===== src/design/asfw_consts.vh =====
// How it works
// - Counter word bits 0-7 follow eight independent range-match inputs of counter 0.
// - Counter word bit 15 reads 1 while pulse output runs, 0 when stopped.
// - Cassette word bit 0 holds cassette presence sampled once after each reset.
// - Cassette word bit 1 is set when the fitted cassette has a clock.
// - Cassette word bit 2 set for protected EEPROM/flash, always for EPROM.
// - Cassette word bits 4-7 hold type code 0 none to 4 EPROM.
// - Word 0xC, counter bits 8-14 and cassette bit 3 read as zero.
`ifndef ASFW_CONSTS_VH
`define ASFW_CONSTS_VH

// ****************************************
// Bus geometry
// ****************************************
`define ASFW_ADDR_W 4
`define ASFW_DATA_W 16
`define ASFW_ZERO_WORD 16'h0000

// ****************************************
// Register offsets
// ****************************************
`define ASFW_OFS_IRQ_STATUS 4'h0
`define ASFW_OFS_IRQ_CLEAR 4'h1
`define ASFW_OFS_IRQ_ENABLE 4'h2
`define ASFW_OFS_COUNTER_RANGE_PULSE_STATUS 4'hB
`define ASFW_OFS_UNUSED_AUX_WORD 4'hC
`define ASFW_OFS_CASSETTE_STATUS 4'hD

// ****************************************
// Counter word fields
// ****************************************
`define ASFW_RANGE_N 8
`define ASFW_RANGE_LSB 0
`define ASFW_RANGE_MSB 7
`define ASFW_PULSE_BIT 15

// ****************************************
// Cassette word fields
// ****************************************
`define ASFW_CAS_PRESENT_BIT 0
`define ASFW_CAS_CLOCK_BIT 1
`define ASFW_CAS_WPROT_BIT 2
`define ASFW_CAS_CODE_LSB 4
`define ASFW_CAS_CODE_MSB 7
`define ASFW_CAS_CODE_W 4

// ****************************************
// Cassette type codes
// ****************************************
`define ASFW_CODE_NONE 4'h0
`define ASFW_CODE_EEPROM_4K 4'h1
`define ASFW_CODE_EEPROM_8K 4'h2
`define ASFW_CODE_FLASH_16K 4'h3
`define ASFW_CODE_EPROM 4'h4

// ****************************************
// Interrupt status fields
// ****************************************
`define ASFW_IRQ_W 10
`define ASFW_IRQ_PULSE_START_BIT 8
`define ASFW_IRQ_PULSE_STOP_BIT 9
`define ASFW_IRQ_ZERO 10'h000

// ****************************************
// Power-up sampling
// ****************************************
`define ASFW_SAMPLE_CNT_W 2
`define ASFW_SAMPLE_DELAY 2'h3

`endif


===== src/design/asfw_top.v =====
// Added by the designer: the strobed register port.
`timescale 1ns/1ps
`default_nettype none
`include "asfw_consts.vh"

// ****************************************
// Two-stage synchroniser
// ****************************************
module asfw_sync2 #(
  parameter W = 1
) (
  input wire i_core_clk,
  input wire i_nrst,
  input wire [W-1:0] i_async,
  output reg [W-1:0] o_sync
);

  reg [W-1:0] meta;

  // The first stage feeds only the second stage.
  always @(posedge i_core_clk or negedge i_nrst) begin
    if (!i_nrst) begin
      meta <= {W{1'b0}};
      o_sync <= {W{1'b0}};
    end else begin
      meta <= i_async;
      o_sync <= meta;
    end
  end

endmodule // asfw_sync2

// ****************************************
// Auxiliary status words
// ****************************************
module asfw_top (
  input wire i_core_clk,
  input wire i_nrst,
  input wire [`ASFW_ADDR_W-1:0] i_addr,
  input wire [`ASFW_DATA_W-1:0] i_wdata,
  input wire i_wr,
  input wire i_rd,
  output reg [`ASFW_DATA_W-1:0] o_rdata,
  input wire [`ASFW_RANGE_N-1:0] i_range_match,
  input wire i_pulse_active,
  input wire i_cassette_present,
  input wire i_cassette_clock,
  input wire i_cassette_wprot,
  input wire [`ASFW_CAS_CODE_W-1:0] i_cassette_code,
  output reg o_irq
);

  // ****************************************
  // Input synchronisation
  // ****************************************
  wire [`ASFW_RANGE_N-1:0] range_sync;
  wire pulse_sync;
  wire present_sync;
  wire clock_sync;
  wire wprot_sync;
  wire [`ASFW_CAS_CODE_W-1:0] code_sync;

  asfw_sync2 #(
    .W(`ASFW_RANGE_N)
  ) u_sync_range (
    .i_core_clk(i_core_clk),
    .i_nrst(i_nrst),
    .i_async(i_range_match),
    .o_sync(range_sync)
  );

  asfw_sync2 #(
    .W(1)
  ) u_sync_pulse (
    .i_core_clk(i_core_clk),
    .i_nrst(i_nrst),
    .i_async(i_pulse_active),
    .o_sync(pulse_sync)
  );

  asfw_sync2 #(
    .W(3)
  ) u_sync_cas_flags (
    .i_core_clk(i_core_clk),
    .i_nrst(i_nrst),
    .i_async({i_cassette_present, i_cassette_clock, i_cassette_wprot}),
    .o_sync({present_sync, clock_sync, wprot_sync})
  );

  asfw_sync2 #(
    .W(`ASFW_CAS_CODE_W)
  ) u_sync_cas_code (
    .i_core_clk(i_core_clk),
    .i_nrst(i_nrst),
    .i_async(i_cassette_code),
    .o_sync(code_sync)
  );

  // ****************************************
  // Counter range and pulse flags
  // ****************************************
  reg [`ASFW_RANGE_N-1:0] range_flags;
  reg pulse_flag;

  // Flags follow the synchronised sources on every edge, so any change shows.
  always @(posedge i_core_clk or negedge i_nrst) begin
    if (!i_nrst) begin
      range_flags <= {`ASFW_RANGE_N{1'b0}};
      pulse_flag <= 1'b0;
    end else begin
      range_flags <= range_sync;
      pulse_flag <= pulse_sync;
    end
  end

  // ****************************************
  // Power-up cassette sampling
  // ****************************************
  reg [`ASFW_SAMPLE_CNT_W-1:0] sample_cnt;
  reg sample_done;
  reg present_flag;

  // Presence is caught once, after the synchroniser has filled with real pin
  // values, and then held until the next reset.
  always @(posedge i_core_clk or negedge i_nrst) begin
    if (!i_nrst) begin
      sample_cnt <= {`ASFW_SAMPLE_CNT_W{1'b0}};
      sample_done <= 1'b0;
      present_flag <= 1'b0;
    end else if (!sample_done) begin
      if (sample_cnt == `ASFW_SAMPLE_DELAY) begin
        sample_done <= 1'b1;
        present_flag <= present_sync;
      end else begin
        sample_cnt <= sample_cnt + {{(`ASFW_SAMPLE_CNT_W-1){1'b0}}, 1'b1};
      end
    end
  end

  // ****************************************
  // Cassette clock, protection and type
  // ****************************************
  reg clock_flag;
  reg wprot_flag;
  reg [`ASFW_CAS_CODE_W-1:0] code_field;
  reg next_wprot;
  reg [`ASFW_CAS_CODE_W-1:0] next_code;

  // Unknown codes read as no cassette; protection follows the cassette kind.
  always @* begin
    next_wprot = 1'b0;
    next_code = `ASFW_CODE_NONE;
    case (code_sync)
      `ASFW_CODE_EEPROM_4K, `ASFW_CODE_EEPROM_8K, `ASFW_CODE_FLASH_16K: begin
        next_code = code_sync;
        next_wprot = wprot_sync;
      end
      `ASFW_CODE_EPROM: begin
        next_code = code_sync;
        next_wprot = 1'b1;
      end
      default: begin
        next_code = `ASFW_CODE_NONE;
        next_wprot = 1'b0;
      end
    endcase
  end

  always @(posedge i_core_clk or negedge i_nrst) begin
    if (!i_nrst) begin
      clock_flag <= 1'b0;
      wprot_flag <= 1'b0;
      code_field <= `ASFW_CODE_NONE;
    end else begin
      clock_flag <= clock_sync;
      wprot_flag <= next_wprot;
      code_field <= next_code;
    end
  end

  // ****************************************
  // Assembled status words
  // ****************************************
  reg [`ASFW_DATA_W-1:0] counter_word;
  reg [`ASFW_DATA_W-1:0] cassette_word;

  always @* begin
    counter_word = `ASFW_ZERO_WORD;
    counter_word[`ASFW_RANGE_MSB:`ASFW_RANGE_LSB] = range_flags;
    counter_word[`ASFW_PULSE_BIT] = pulse_flag;
    cassette_word = `ASFW_ZERO_WORD;
    cassette_word[`ASFW_CAS_PRESENT_BIT] = present_flag;
    cassette_word[`ASFW_CAS_CLOCK_BIT] = clock_flag;
    cassette_word[`ASFW_CAS_WPROT_BIT] = wprot_flag;
    cassette_word[`ASFW_CAS_CODE_MSB:`ASFW_CAS_CODE_LSB] = code_field;
  end

  // ****************************************
  // Event detection and interrupt
  // ****************************************
  reg [`ASFW_RANGE_N-1:0] range_prev;
  reg pulse_prev;
  reg [`ASFW_IRQ_W-1:0] irq_status;
  reg [`ASFW_IRQ_W-1:0] irq_enable;
  reg [`ASFW_IRQ_W-1:0] events;
  reg [`ASFW_IRQ_W-1:0] clear_mask;
  reg [`ASFW_IRQ_W-1:0] next_status;
  reg [`ASFW_IRQ_W-1:0] next_enable;

  // Range entry and pulse start/stop are the events.
  // A source already high when reset lifts counts as an entry, since its flag restarts low.
  always @* begin
    events = `ASFW_IRQ_ZERO;
    events[`ASFW_RANGE_MSB:`ASFW_RANGE_LSB] = range_flags & ~range_prev;
    events[`ASFW_IRQ_PULSE_START_BIT] = pulse_flag & ~pulse_prev;
    events[`ASFW_IRQ_PULSE_STOP_BIT] = ~pulse_flag & pulse_prev;
  end

  always @* begin
    clear_mask = `ASFW_IRQ_ZERO;
    next_enable = irq_enable;
    if (i_wr && (i_addr == `ASFW_OFS_IRQ_CLEAR)) begin
      clear_mask = i_wdata[`ASFW_IRQ_W-1:0];
    end
    if (i_wr && (i_addr == `ASFW_OFS_IRQ_ENABLE)) begin
      next_enable = i_wdata[`ASFW_IRQ_W-1:0];
    end
    // A new event in the clearing cycle survives the clear.
    next_status = (irq_status & ~clear_mask) | events;
  end

  always @(posedge i_core_clk or negedge i_nrst) begin
    if (!i_nrst) begin
      range_prev <= {`ASFW_RANGE_N{1'b0}};
      pulse_prev <= 1'b0;
      irq_status <= `ASFW_IRQ_ZERO;
      irq_enable <= `ASFW_IRQ_ZERO;
    end else begin
      range_prev <= range_flags;
      pulse_prev <= pulse_flag;
      irq_status <= next_status;
      irq_enable <= next_enable;
    end
  end

  // The line is built from the next values, so it rises on the edge that sets
  // the status bit and drops on the edge that clears or disables it.
  always @(posedge i_core_clk or negedge i_nrst) begin
    if (!i_nrst) begin
      o_irq <= 1'b0;
    end else begin
      o_irq <= |(next_status & next_enable);
    end
  end

  // ****************************************
  // Register read port
  // ****************************************
  reg [`ASFW_DATA_W-1:0] next_rdata;

  // Writes to the status words have no target and are dropped.
  always @* begin
    next_rdata = `ASFW_ZERO_WORD;
    if (i_rd) begin
      case (i_addr)
        `ASFW_OFS_IRQ_STATUS: begin
          next_rdata[`ASFW_IRQ_W-1:0] = irq_status;
        end
        `ASFW_OFS_IRQ_ENABLE: begin
          next_rdata[`ASFW_IRQ_W-1:0] = irq_enable;
        end
        // The clear register is write-only and reads as zero.
        `ASFW_OFS_IRQ_CLEAR: begin
          next_rdata = `ASFW_ZERO_WORD;
        end
        `ASFW_OFS_COUNTER_RANGE_PULSE_STATUS: begin
          next_rdata = counter_word;
        end
        `ASFW_OFS_UNUSED_AUX_WORD: begin
          next_rdata = `ASFW_ZERO_WORD;
        end
        `ASFW_OFS_CASSETTE_STATUS: begin
          next_rdata = cassette_word;
        end
        default: begin
          next_rdata = `ASFW_ZERO_WORD;
        end
      endcase
    end
  end

  always @(posedge i_core_clk or negedge i_nrst) begin
    if (!i_nrst) begin
      o_rdata <= `ASFW_ZERO_WORD;
    end else begin
      o_rdata <= next_rdata;
    end
  end

endmodule // asfw_top

`default_nettype wire


===== config.mk =====
export PLATFORM = sky130hd
export DESIGN_NAME = asfw_top
export DESIGN_NICKNAME = d
export VERILOG_FILES = /design/src/design/asfw_top.v
export VERILOG_INCLUDE_DIRS = /design/src /design/src/design
export SDC_FILE = /design/constraint.sdc
export NUM_CORES = 1
export LEC_CHECK = 0
export BUFFER_PORTS_ARGS = -buffer_cell sky130_fd_sc_hd__buf_4
export CORE_MARGIN = 1
export CORE_UTILIZATION = 54
export DETAILED_ROUTE_END_ITERATION = 8
export MAX_ROUTING_LAYER = met4
export PLACE_DENSITY = 0.79
export SKIP_LAST_GASP = 1
export SYNTH_ARGS = -nofsm -noshare
export SYNTH_HDL_FRONTEND = slang
export SYNTH_HIERARCHICAL = 1
export SYNTH_SLANG_ARGS = --single-unit

===== constraint.sdc =====
create_clock -name i_core_clk -period 1.58 [get_ports i_core_clk]
set_clock_uncertainty 0.05 [all_clocks]
set_input_delay 0.237 -clock i_core_clk [delete_from_list [all_inputs] [get_ports i_core_clk]]
set_output_delay 0.237 -clock i_core_clk [all_outputs]
set_load 0.02 [all_outputs]

==> results of run 1 <==
==> metrics by stage <==
stage / hold slack, ns / power [mW]
final: 0.0948 / 4.35
after global routing: 0.0794 / 4.56
after CTS: 0.0769 / 4.39
after detailed placement: 0.105 / 3.04
after global placement: 0.0970 / 3.02
after floorplan: -0.109 / 2.82
==> report_power, final <==
group	switching, mW	total (mW)	internal, mW
Combinational	0.229	0.461	0.232
Sequential	0.0681	2.56	2.50
Clock	0.760	1.32	0.562
Total	1.06	4.35	3.29
==> final timing paths <==
path / from / to / slack [ns] / cells after the start
worst max-delay path: i_addr[2] / o_irq$_DFF_PN0_ / 0.04 / 6
worst min-delay path: i_wdata[2] / irq_enable[2]$_DFF_PN0_ / 0.09 / 2
worst max register to register: irq_enable[0]$_DFF_PN0_ / o_irq$_DFF_PN0_ / 0.18 / 3
worst min register to register: u_sync_cas_flags/o_sync[1]$_DFF_PN0_ / clock_flag$_DFF_PN0_ / 0.30 / 0
max in group asynchronous: i_nrst / o_rdata[4]$_DFF_PN0_ / 0.64 / 3
min in group asynchronous: i_nrst / irq_enable[6]$_DFF_PN0_ / 0.27 / 2
==> sequential cells by signal, summed over array words and instances (netlist names), 8 cells and up <==
name,flops
irq_enable,10
o_rdata,11
range_prev,8
u_sync_range/o_sync,8
range_flags,8
irq_status,10
u_sync_range/meta,8
==> worst max-delay path, stage by stage <==
cell	delay (ns)
buf_4	0.12
or3b_4	0.46
o21ai_0	0.28
a22oi_1	0.13
a2111oi_2	0.35
nand4_1	0.13
==> cells in the final DEF, fill, tap and decap left out, types with 2 or more instances in the layout <==
cell and instances:
o21ai_1 2, mux2_2 8, inv_1 16, a31oi_1 5
nor2b_2 2, nand3_1 6, dfrtp_1 92, a21o_1 4
nor2b_1 2, clkbuf_8 9, a21oi_1 2, nor2_1 13
nor3b_1 2, conb_1 6, nand2_1 7, buf_4 63
a22oi_1 8, nand2b_1 5, o21ai_0 2, a22o_1 10
clkinv_2 3, o31ai_4 2, dlygate4sd3_1 17, a222oi_1 7
buf_12 2
==> Yosys cell counts (2+ instances only) <==
cell type	number	area, um2
nand2b_1	5	31.3
a21oi_1	2	10.0
a31oi_1	5	31.3
clkbuf_1	3	11.3
mux2_2	8	90.1
a22o_1	10	87.6
nor3b_1	2	15.0
o31ai_1	2	15.0
buf_4	5	37.5
o21ai_0	3	15.0
inv_1	16	60.1
nand3_1	6	30.0
a22oi_1	8	60.1
a222oi_1	7	70.1
dfrtp_1	92	2300
nor2_1	13	48.8
buf_2	3	15.0
nor2b_1	4	25.0
a21o_1	4	30.0
nand2_1	8	30.0
==> area by class of cell <==
cell class / count / area, um2 / share of cell area (%)
Clock buffer: 9 / 124 / 3.02
Clock inverter: 6 / 40.0 / 0.975
Inverter: 16 / 60.1 / 1.46
Multi-Input combinational cell: 111 / 806 / 19.6
Sequential cell: 92 / 2300 / 56.1
Tap cell: 72 / 90.1 / 2.19
Timing Repair Buffer: 82 / 683 / 16.6
==> per-layer routing <==
| layer | global-route usage (%) | up-vias | part of all wire [%] | wire length [um] |
|---|---|---|---|---|
| li1 | - | 956 | - | - |
| met5 | - | - | 0 | 0 |
| met4 | 8.73 | 0 | 1.3 | 78 |
| met2 | 34.1 | 74 | 49 | 2890 |
| met3 | 5.29 | 7 | 6.9 | 404 |
| met1 | 28.1 | 963 | 42 | 2480 |
==> cell families after synthesis <==
group | synth area share, %
XOR/XNOR | 0.273
flip-flops | 71.8
AO/OA/AOI/OAI | 11.9
AND/OR/NAND/NOR | 8.08
adder cells (fa/ha/maj) | 0.390
other | 0.117
buffers and inverters | 4.33
multiplexers | 3.16
==> repair_timing <==
action,in CTS,in global routing
buffers inserted,0,0
hold buffers,17,0
endpoints found under the hold margin,37,0
resized for setup,0,3
endpoints found under the setup margin,0,11
==> flow_metrics.py, run 1 <==
metrics = {
    "worst_setup_path": {
        "start_kind": "input pin",
        "crit_fanout": 6,
        "arrival_ns": 1.71,
        "critical_path_class": "in -> reg",
        "crit_required_ns": 1.75,
        "cp-end-kind": "flip-flop",
    },
    "sta": {
        "fmax_mhz": 651,
        "drv_slew": 0,
        "setup_tns_ns": 0,
        "setup_viol": 0,
        "period_needed_ns": 1.54,
        "hold_viol_final": 0,
        "rsz0062_at_grt": "false",
        "post-route-period-util_pct": 97.2,
        "final.setup.worst_slack_ns": 0.0450,
    },
    "hold_path": {
        "hold_class": "in -> reg",
    },
    "die": {
        "placementRows": 27,
        "core-area_um2": 5610,
        "dieArea_um2": 6250,
        "die_w_um": 79.1,
        "initial_core_util_pct": 57.2,
        "io_pins": 57,
        "die_y_um": 79.1,
    },
    "final_layout": {
        "antenna_cells": 0,
        "layout.cells.non_filler": 388,
        "nets": 353,
        "final_util_pct": 73.2,
        "areaGrowthSynthToFinish_pct": 28.0,
        "num-fill-cells": 387,
        "fin_area_um2": 4110,
        "drive_gt1_share_pct": 30.7,
    },
    "global_route": {
        "grt_pass1_wl_um": 9650,
        "grt_max_degree": 44,
        "grt.total_usage_pct": 21.9,
        "grt_pass1_vias": 1980,
        "grt_antenna_before_repair": 0,
        "grt-ovfl-total": 0,
    },
    "clock_tree": {
        "cts_tree": "built",
        "cts_made_buffers": 9,
        "cts_root_buf": "clkbuf_8",
        "path_clk_slew_ns": 0.09,
        "cts_max_level": 3,
        "cts_num_sinks": 92,
        "clock_latency_ns": 0.35,
        "clockBufferDepth": 2,
    },
    "placement": {
        "gp_congestion": 0.859,
        "dpl_cell_area_um2": 3760,
        "place_inst": 356,
        "hpwl_um": 4140,
        "port_buffers": 45,
        "dp_slack_ns": -0.366,
    },
    "synthesis": {
        "ys.flop_type": "dfrtp_1",
        "ys_seq_area_share_pct": 71.8,
        "syn_area_um2": 3210,
        "synth_edf_count": 0,
        "synth_cells": 227,
        "ys_seq_elements": 92,
        "synth_cell_types": 41,
        "async_flop_share_pct": 100,
        "avgSynthCellArea_um2": 14.1,
        "yosysWarnings": 6,
    },
    "detailed_routing": {
        "postRouteAntennaNets": 0,
        "drtIter0Drc": 190,
        "wl_per_cell_um": 15.1,
        "routed_via_density": 5.15,
        "dr.pass1.iters": 6,
        "drcViolationCount": 0,
        "wirelength_um": 5860,
        "vias": 2000,
    },
    "pwr": {
        "leakagePower_nw": 1.93,
        "peakVddDrop_v": 0.000666,
        "power_density_nw_per_um2": 1060,
    },
    "job": {
        "cap_violations": 0,
    },
    "run_status": {
        "outcome": "complete, no violations",
    },
}
(Power assumes the default switching activity.)
==> run 2: changes to the inputs <==
--- a/config.mk
+++ b/config.mk
@@ -6,12 +6,13 @@
 export SDC_FILE = /design/constraint.sdc
 export NUM_CORES = 1
 export LEC_CHECK = 0
+export ABC_AREA = 1
 export BUFFER_PORTS_ARGS = -buffer_cell sky130_fd_sc_hd__buf_4
 export CORE_MARGIN = 1
-export CORE_UTILIZATION = 54
+export CORE_UTILIZATION = 55
 export DETAILED_ROUTE_END_ITERATION = 8
 export MAX_ROUTING_LAYER = met4
-export PLACE_DENSITY = 0.79
+export PLACE_DENSITY = 0.81
 export SKIP_LAST_GASP = 1
 export SYNTH_ARGS = -nofsm -noshare
 export SYNTH_HDL_FRONTEND = slang
==> run 2 against run 1 <==
- sequential share of layout area is 0.10 points higher
- critical path depth is 1 lower
- sequential power hardly changed
- highest routed layer unchanged
- cell count is 13% higher
- clock power is 31% higher
==> flow_metrics.py, run 2 <==
metrics = {
    "run_status": {
        "outcome": "complete, no violations",
    },
    "worst_setup_path": {
        "arrival_ns": 1.38,
        "r2r-start": "sample_cnt[0]$_DFFE_PN0P_",
        "crit_required_ns": 1.77,
        "critical_path_class": "reg -> reg",
        "r2r_setup_slack_ns": 0.39,
        "start_kind": "flip-flop",
        "crit_fanout": 3,
        "crit_start": "sample_cnt[0]$_DFFE_PN0P_",
        "cp-end-kind": "flip-flop",
    },
    "synthesis": {
        "async_flop_share_pct": 100,
        "syn_area_um2": 3280,
        "synth_cells": 288,
        "ys_seq_area_share_pct": 70.2,
        "ys.flop_type": "dfrtp_1",
        "avgSynthCellArea_um2": 11.4,
        "synth_cell_types": 30,
        "ys_seq_elements": 92,
        "synth.most_common_cell": "dfrtp_1",
        "synthTopCellsByCount": "dfrtp_1, nand2_1, nand4_1",
        "yosysTopAreaCellShare_pct": 70.2,
        "yosys-top-cells-area": "dfrtp_1, nand2_1, nand4_1, inv_1, nand3_1",
        "yosys.area.top_type": "dfrtp_1",
        "synth_edf_count": 0,
        "yosysWarnings": 6,
    },
    "sta": {
        "fmax_mhz": 841,
        "setup_viol": 0,
        "rsz0062_at_grt": "false",
        "drv_slew": 0,
        "period_needed_ns": 1.19,
        "post-route-period-util_pct": 75.3,
        "setup_tns_ns": 0,
        "hold_viol_final": 0,
    },
    "pwr": {
        "power_density_nw_per_um2": 1160,
        "peakVddDrop_v": 0.000701,
        "leakagePower_nw": 1.99,
    },
    "global_route": {
        "grt_pass1_wl_um": 10600,
        "grt_max_degree": 46,
        "grt_antenna_before_repair": 0,
        "grt.total_usage_pct": 23.5,
        "grt-ovfl-total": 0,
        "grt_pass1_vias": 2330,
    },
    "clock_tree": {
        "path_clk_slew_ns": 0.08,
        "clock_latency_ns": 0.35,
        "cts_made_buffers": 9,
        "cts_resized": 0,
        "clockBufferDepth": 2,
        "cts_tree": "built",
        "cts_root_buf": "clkbuf_8",
        "cts_max_level": 3,
        "cts_num_sinks": 92,
    },
    "detailed_routing": {
        "drcViolationCount": 0,
        "routed_via_density": 5.20,
        "dr.pass1.iters": 4,
        "wl_per_cell_um": 14.3,
        "vias": 2276,
        "wirelength_um": 6250,
        "drtIter0Drc": 191,
        "postRouteAntennaNets": 0,
    },
    "final_layout": {
        "multi_input_comb_area_um2": 786,
        "fin_area_um2": 4100,
        "areaGrowthSynthToFinish_pct": 25.0,
        "ff_latch_area_um2": 2300,
        "layout.cells.non_filler": 438,
        "nets": 402,
        "drive_gt1_share_pct": 22.4,
        "regMostFlops": "o_rdata",
        "mostFrequentLayoutCell": "dfrtp_1",
        "final_util_pct": 72.6,
        "final_cell_mix": "dfrtp_1, nand2_1, buf_4",
        "reg_top3": "o_rdata (11), irq_enable (10), irq_status (10)",
        "num-fill-cells": 389,
        "largest_register_ffs": 11,
        "antenna_cells": 0,
    },
    "placement": {
        "dpl_cell_area_um2": 3700,
        "place_inst": 405,
        "port_buffers": 45,
        "hpwl_um": 4100,
        "gp_congestion": 0.871,
    },
    "die": {
        "placementRows": 27,
        "die_y_um": 79.2,
        "dieArea_um2": 6280,
        "io_pins": 57,
        "initial_core_util_pct": 58.1,
        "core-area_um2": 5640,
        "die_w_um": 79.2,
    },
    "hold_path": {
        "min-delay-start": "i_rd",
        "hold_class": "in -> reg",
    },
    "job": {
        "cap_violations": 0,
    },
}
-- run 2: cell families (layout without fill, tap and decap cells) --
| logic type | Yosys count | count (layout) | share of synthesized area [%] |
|---|---|---|---|
| compound gates | 18 | 18 | 3.74 |
| xor+xnor | 1 | 1 | 0.267 |
| fa+ha+maj | 1 | 1 | 0.381 |
| buf+inv | 40 | 113 | 6.41 |
| flops | 92 | 92 | 70.2 |
| other cells | 1 | 6 | 0.114 |
| simple gates | 135 | 135 | 18.9 |
-- run 2: repair_timing --
item                      CTS  global route
buffers inserted            0             0
hold buffers               17             0
hold endpoints to repair   41             0
-- run 2: stage by stage --
stage / hold WS (ns) / power (mW) / setup slack (ns)
after floorplan: -0.109 / 2.83 / 0.303
after global placement: 0.113 / 3.01 / 0.142
after detailed placement: 0.116 / 3.03 / 0.113
after CTS: 0.0383 / 4.79 / 0.403
after global routing: 0.0391 / 4.98 / 0.284
final: 0.0431 / 4.75 / 0.391
-- run 2: path summary, 6_finish.rpt --
path	to	depth (start not counted)
worst min register to register	range_flags[1]$_DFF_PN0_	0
min in group asynchronous	range_prev[4]$_DFF_PN0_	2
max in group asynchronous	u_sync_cas_code/o_sync[2]$_DFF_PN0_	3
worst min-delay path	o_rdata[3]$_DFF_PN0_	3
worst max-delay path	sample_cnt[1]$_DFFE_PN0P_	5
worst max register to register	sample_cnt[1]$_DFFE_PN0P_	5
-- run 2: layout make-up --
class,count,area share (%)
flip-flops and latches,92,56.2
clock inverters,3,1.68
well taps,72,2.20
multi-input cells,161,19.2
repair buffers,72,14.5
clock buffers,13,3.88
inverters,25,2.35
-- run 2: critical path, stage by stage (launching register included) --
cell and delay, ns:
dfrtp_1 0.40, ha_1 0.24, nor2_1 0.20, inv_1 0.09, nand2_1 0.06, nand2_1 0.05
-- run 2: routing by layer --
layer	up-vias	track usage [%]	routed length, um
li1	1068	-	-
met1	1098	28.6	2520
met2	94	38.0	3120
met3	16	4.14	456
met4	0	11.8	150
met5	-	-	0
-- run 2: power by group --
| group | switching (mW) | internal, mW | total, mW |
|---|---|---|---|
| Sequential | 0.0638 | 2.50 | 2.56 |
| Clock | 0.746 | 0.982 | 1.73 |
| Combinational | 0.270 | 0.192 | 0.461 |
==> run 3: changes to the inputs <==
==> constraint.sdc (replaced) <==
create_clock -name i_core_clk -period 1.15 [get_ports i_core_clk]
set_clock_uncertainty 0.05 [all_clocks]
set_input_delay 0.1725 -clock i_core_clk [delete_from_list [all_inputs] [get_ports i_core_clk]]
set_output_delay 0.1725 -clock i_core_clk [all_outputs]
set_load 0.02 [all_outputs]
==> run 3 against run 2 <==
- register-to-register slack lost 0.39 ns
- cell area grew 5.3%
- combinational power grew 51%
- clock power grew 49%
- total power grew 43%
- fmax grew 3.9%
- utilization grew 3.9 points
- largest cell class unchanged
- clock-buffer cell count shrank 4
- worst setup slack lost 0.39 ns
==> flow_metrics.py, run 3 (synthesized netlist as in run 2, its figures left out) <==
metrics = {
    "run_status": {
        "outcome": "complete, no violations",
    },
    "job": {
        "cap_violations": 0,
    },
    "sta": {
        "drv_slew": 0,
        "setup_viol": 0,
        "rsz0062_at_grt": "true",
        "fmax_mhz": 874,
        "post-route-period-util_pct": 99.5,
        "hold_viol_final": 0,
        "period_needed_ns": 1.14,
    },
    "clock_tree": {
        "cts_num_sinks": 92,
        "cts_made_buffers": 9,
        "clock_latency_ns": 0.35,
        "cts_root_buf": "clkbuf_8",
        "path_clk_slew_ns": 0.09,
        "cts_max_level": 3,
        "cts_tree": "built",
        "clockBufferDepth": 2,
    },
    "worst_setup_path": {
        "arrival_ns": 1.38,
        "cp_common_cell": "nand2_1",
        "crit_required_ns": 1.39,
        "worst_path_largest_cell_delay_ns": 0.35,
        "start_kind": "flip-flop",
        "cp-end-kind": "flip-flop",
        "cp_num_buf_inv": 1,
        "critical_path_class": "reg -> reg",
        "cp_slowest_cell": "dfrtp_1",
        "r2r-start": "range_flags[4]$_DFF_PN0_",
        "path_cells": "inv_1 > or2_2 > nand2_2 > nand2_1 > nand2_1 > nor2_1 > nand3_1",
        "crit_fanout": 2,
        "crit_start": "range_flags[4]$_DFF_PN0_",
        "crit_family": "simple AND/OR/NAND/NOR gates",
    },
    "placement": {
        "place_inst": 416,
        "port_buffers": 45,
        "gp_congestion": 0.918,
        "hpwl_um": 4410,
    },
    "detailed_routing": {
        "vias": 2357,
        "wirelength_um": 6600,
        "drcViolationCount": 0,
        "drtIter0Drc": 243,
        "postRouteAntennaNets": 0,
        "wl_per_cell_um": 14.5,
        "routed_via_density": 5.17,
        "dr.pass1.iters": 5,
    },
    "pwr": {
        "power_density_nw_per_um2": 1570,
        "leakagePower_nw": 2.10,
        "p_total_mw": 6.79,
        "peakVddDrop_v": 0.00114,
    },
    "die": {
        "die_w_um": 79.2,
        "placementRows": 27,
        "io_pins": 57,
        "core-area_um2": 5640,
        "initial_core_util_pct": 58.1,
        "dieArea_um2": 6280,
        "die_y_um": 79.2,
    },
    "hold_path": {
        "hold_class": "in -> reg",
        "min-delay-start": "i_wdata[3]",
    },
    "global_route": {
        "grt_antenna_before_repair": 0,
        "grt-ovfl-total": 0,
        "grt_pass1_vias": 2353,
        "grt_pass1_wl_um": 11000,
        "grt_max_degree": 40,
        "grt.total_usage_pct": 24.6,
    },
    "final_layout": {
        "final_cell_mix": "dfrtp_1, nand2_1, buf_4",
        "layout.cells.non_filler": 456,
        "mostFrequentLayoutCell": "dfrtp_1",
        "largest_register_ffs": 11,
        "antenna_cells": 0,
        "num-fill-cells": 375,
        "areaGrowthSynthToFinish_pct": 31.6,
        "regMostFlops": "o_rdata",
        "nets": 420,
        "reg_top3": "o_rdata (11), irq_enable (10), irq_status (10)",
        "drive_gt1_share_pct": 27.6,
    },
}
[run 3: cell types whose count changed in the layout (fill, tap and decap cells not counted), sizes merged]
cell         delta
clkinv          +1
clkbuf          -4
dlygate4sd3     +1
bufinv          +1
inv             +2
buf            +17
[run 3: metrics by stage]
stage | utilization (%) | hold WS, ns | TNS, ns | setup WS (ns) | area [um2]
floorplan | - | -0.173 | -0.0235 | -0.0235 | 3320
global placement | 67.7 | 0.00717 | -1.66 | -0.228 | 3820
detailed placement | 67.7 | 0.0110 | -1.93 | -0.280 | 3820
CTS | 75.3 | 0.00278 | 0 | 0.00674 | 4250
global route | 76.5 | 0.00327 | -0.0867 | -0.0793 | 4320
finish | 76.5 | 0.0159 | 0 | 0.00536 | 4320
[run 3: path summary, 6_finish.rpt]
kind | slack [ns] | to | cells past startpoint
worst min register to register | 0.30 | u_sync_range/o_sync[6]$_DFF_PN0_ | 0
max in group asynchronous | 0.40 | range_prev[1]$_DFF_PN0_ | 3
worst min-delay path | 0.02 | irq_enable[3]$_DFF_PN0_ | 3
min in group asynchronous | 0.17 | o_rdata[15]$_DFF_PN0_ | 2
worst max register to register | 0.005 | o_irq$_DFF_PN0_ | 7
worst max-delay path | 0.005 | o_irq$_DFF_PN0_ | 7
[run 3: layout make-up]
class | count | area (um2) | area share [%]
clock buffer | 9 | 124 | 2.87
clock inverter | 7 | 121 | 2.81
inverter | 25 | 96.3 | 2.23
multi-input combinational | 161 | 798 | 18.5
sequential | 92 | 2300 | 53.3
tap | 72 | 90.1 | 2.09
timing repair buffer | 90 | 783 | 18.2
[run 3: repair_timing]
action	CTS	global route
pin swaps	0	6
hold endpoints to repair	109	0
buffers inserted	0	6
hold buffers	18	0
resized for setup	1	6
endpoints found under the setup margin	2	3
[run 3: metal layers]
layer	routed length [um]	global-route usage [%]	vias to the layer above
met5	0	-	-
met4	112	12.0	0
met3	443	4.25	15
met2	3390	37.1	120
met1	2660	32.6	1118
li1	-	-	1104
[run 3: power by group]
group	switching, mW	leakage (nW)	internal, mW
Sequential	0.0926	1.07	3.43
Combinational	0.386	0.905	0.310
Clock	1.11	0.124	1.46
[run 3: tightest hold or removal path, delay by kind of cell]
family	cells	cell delay, ns
buf+inv	1	0.09
simple gates	2	0.12
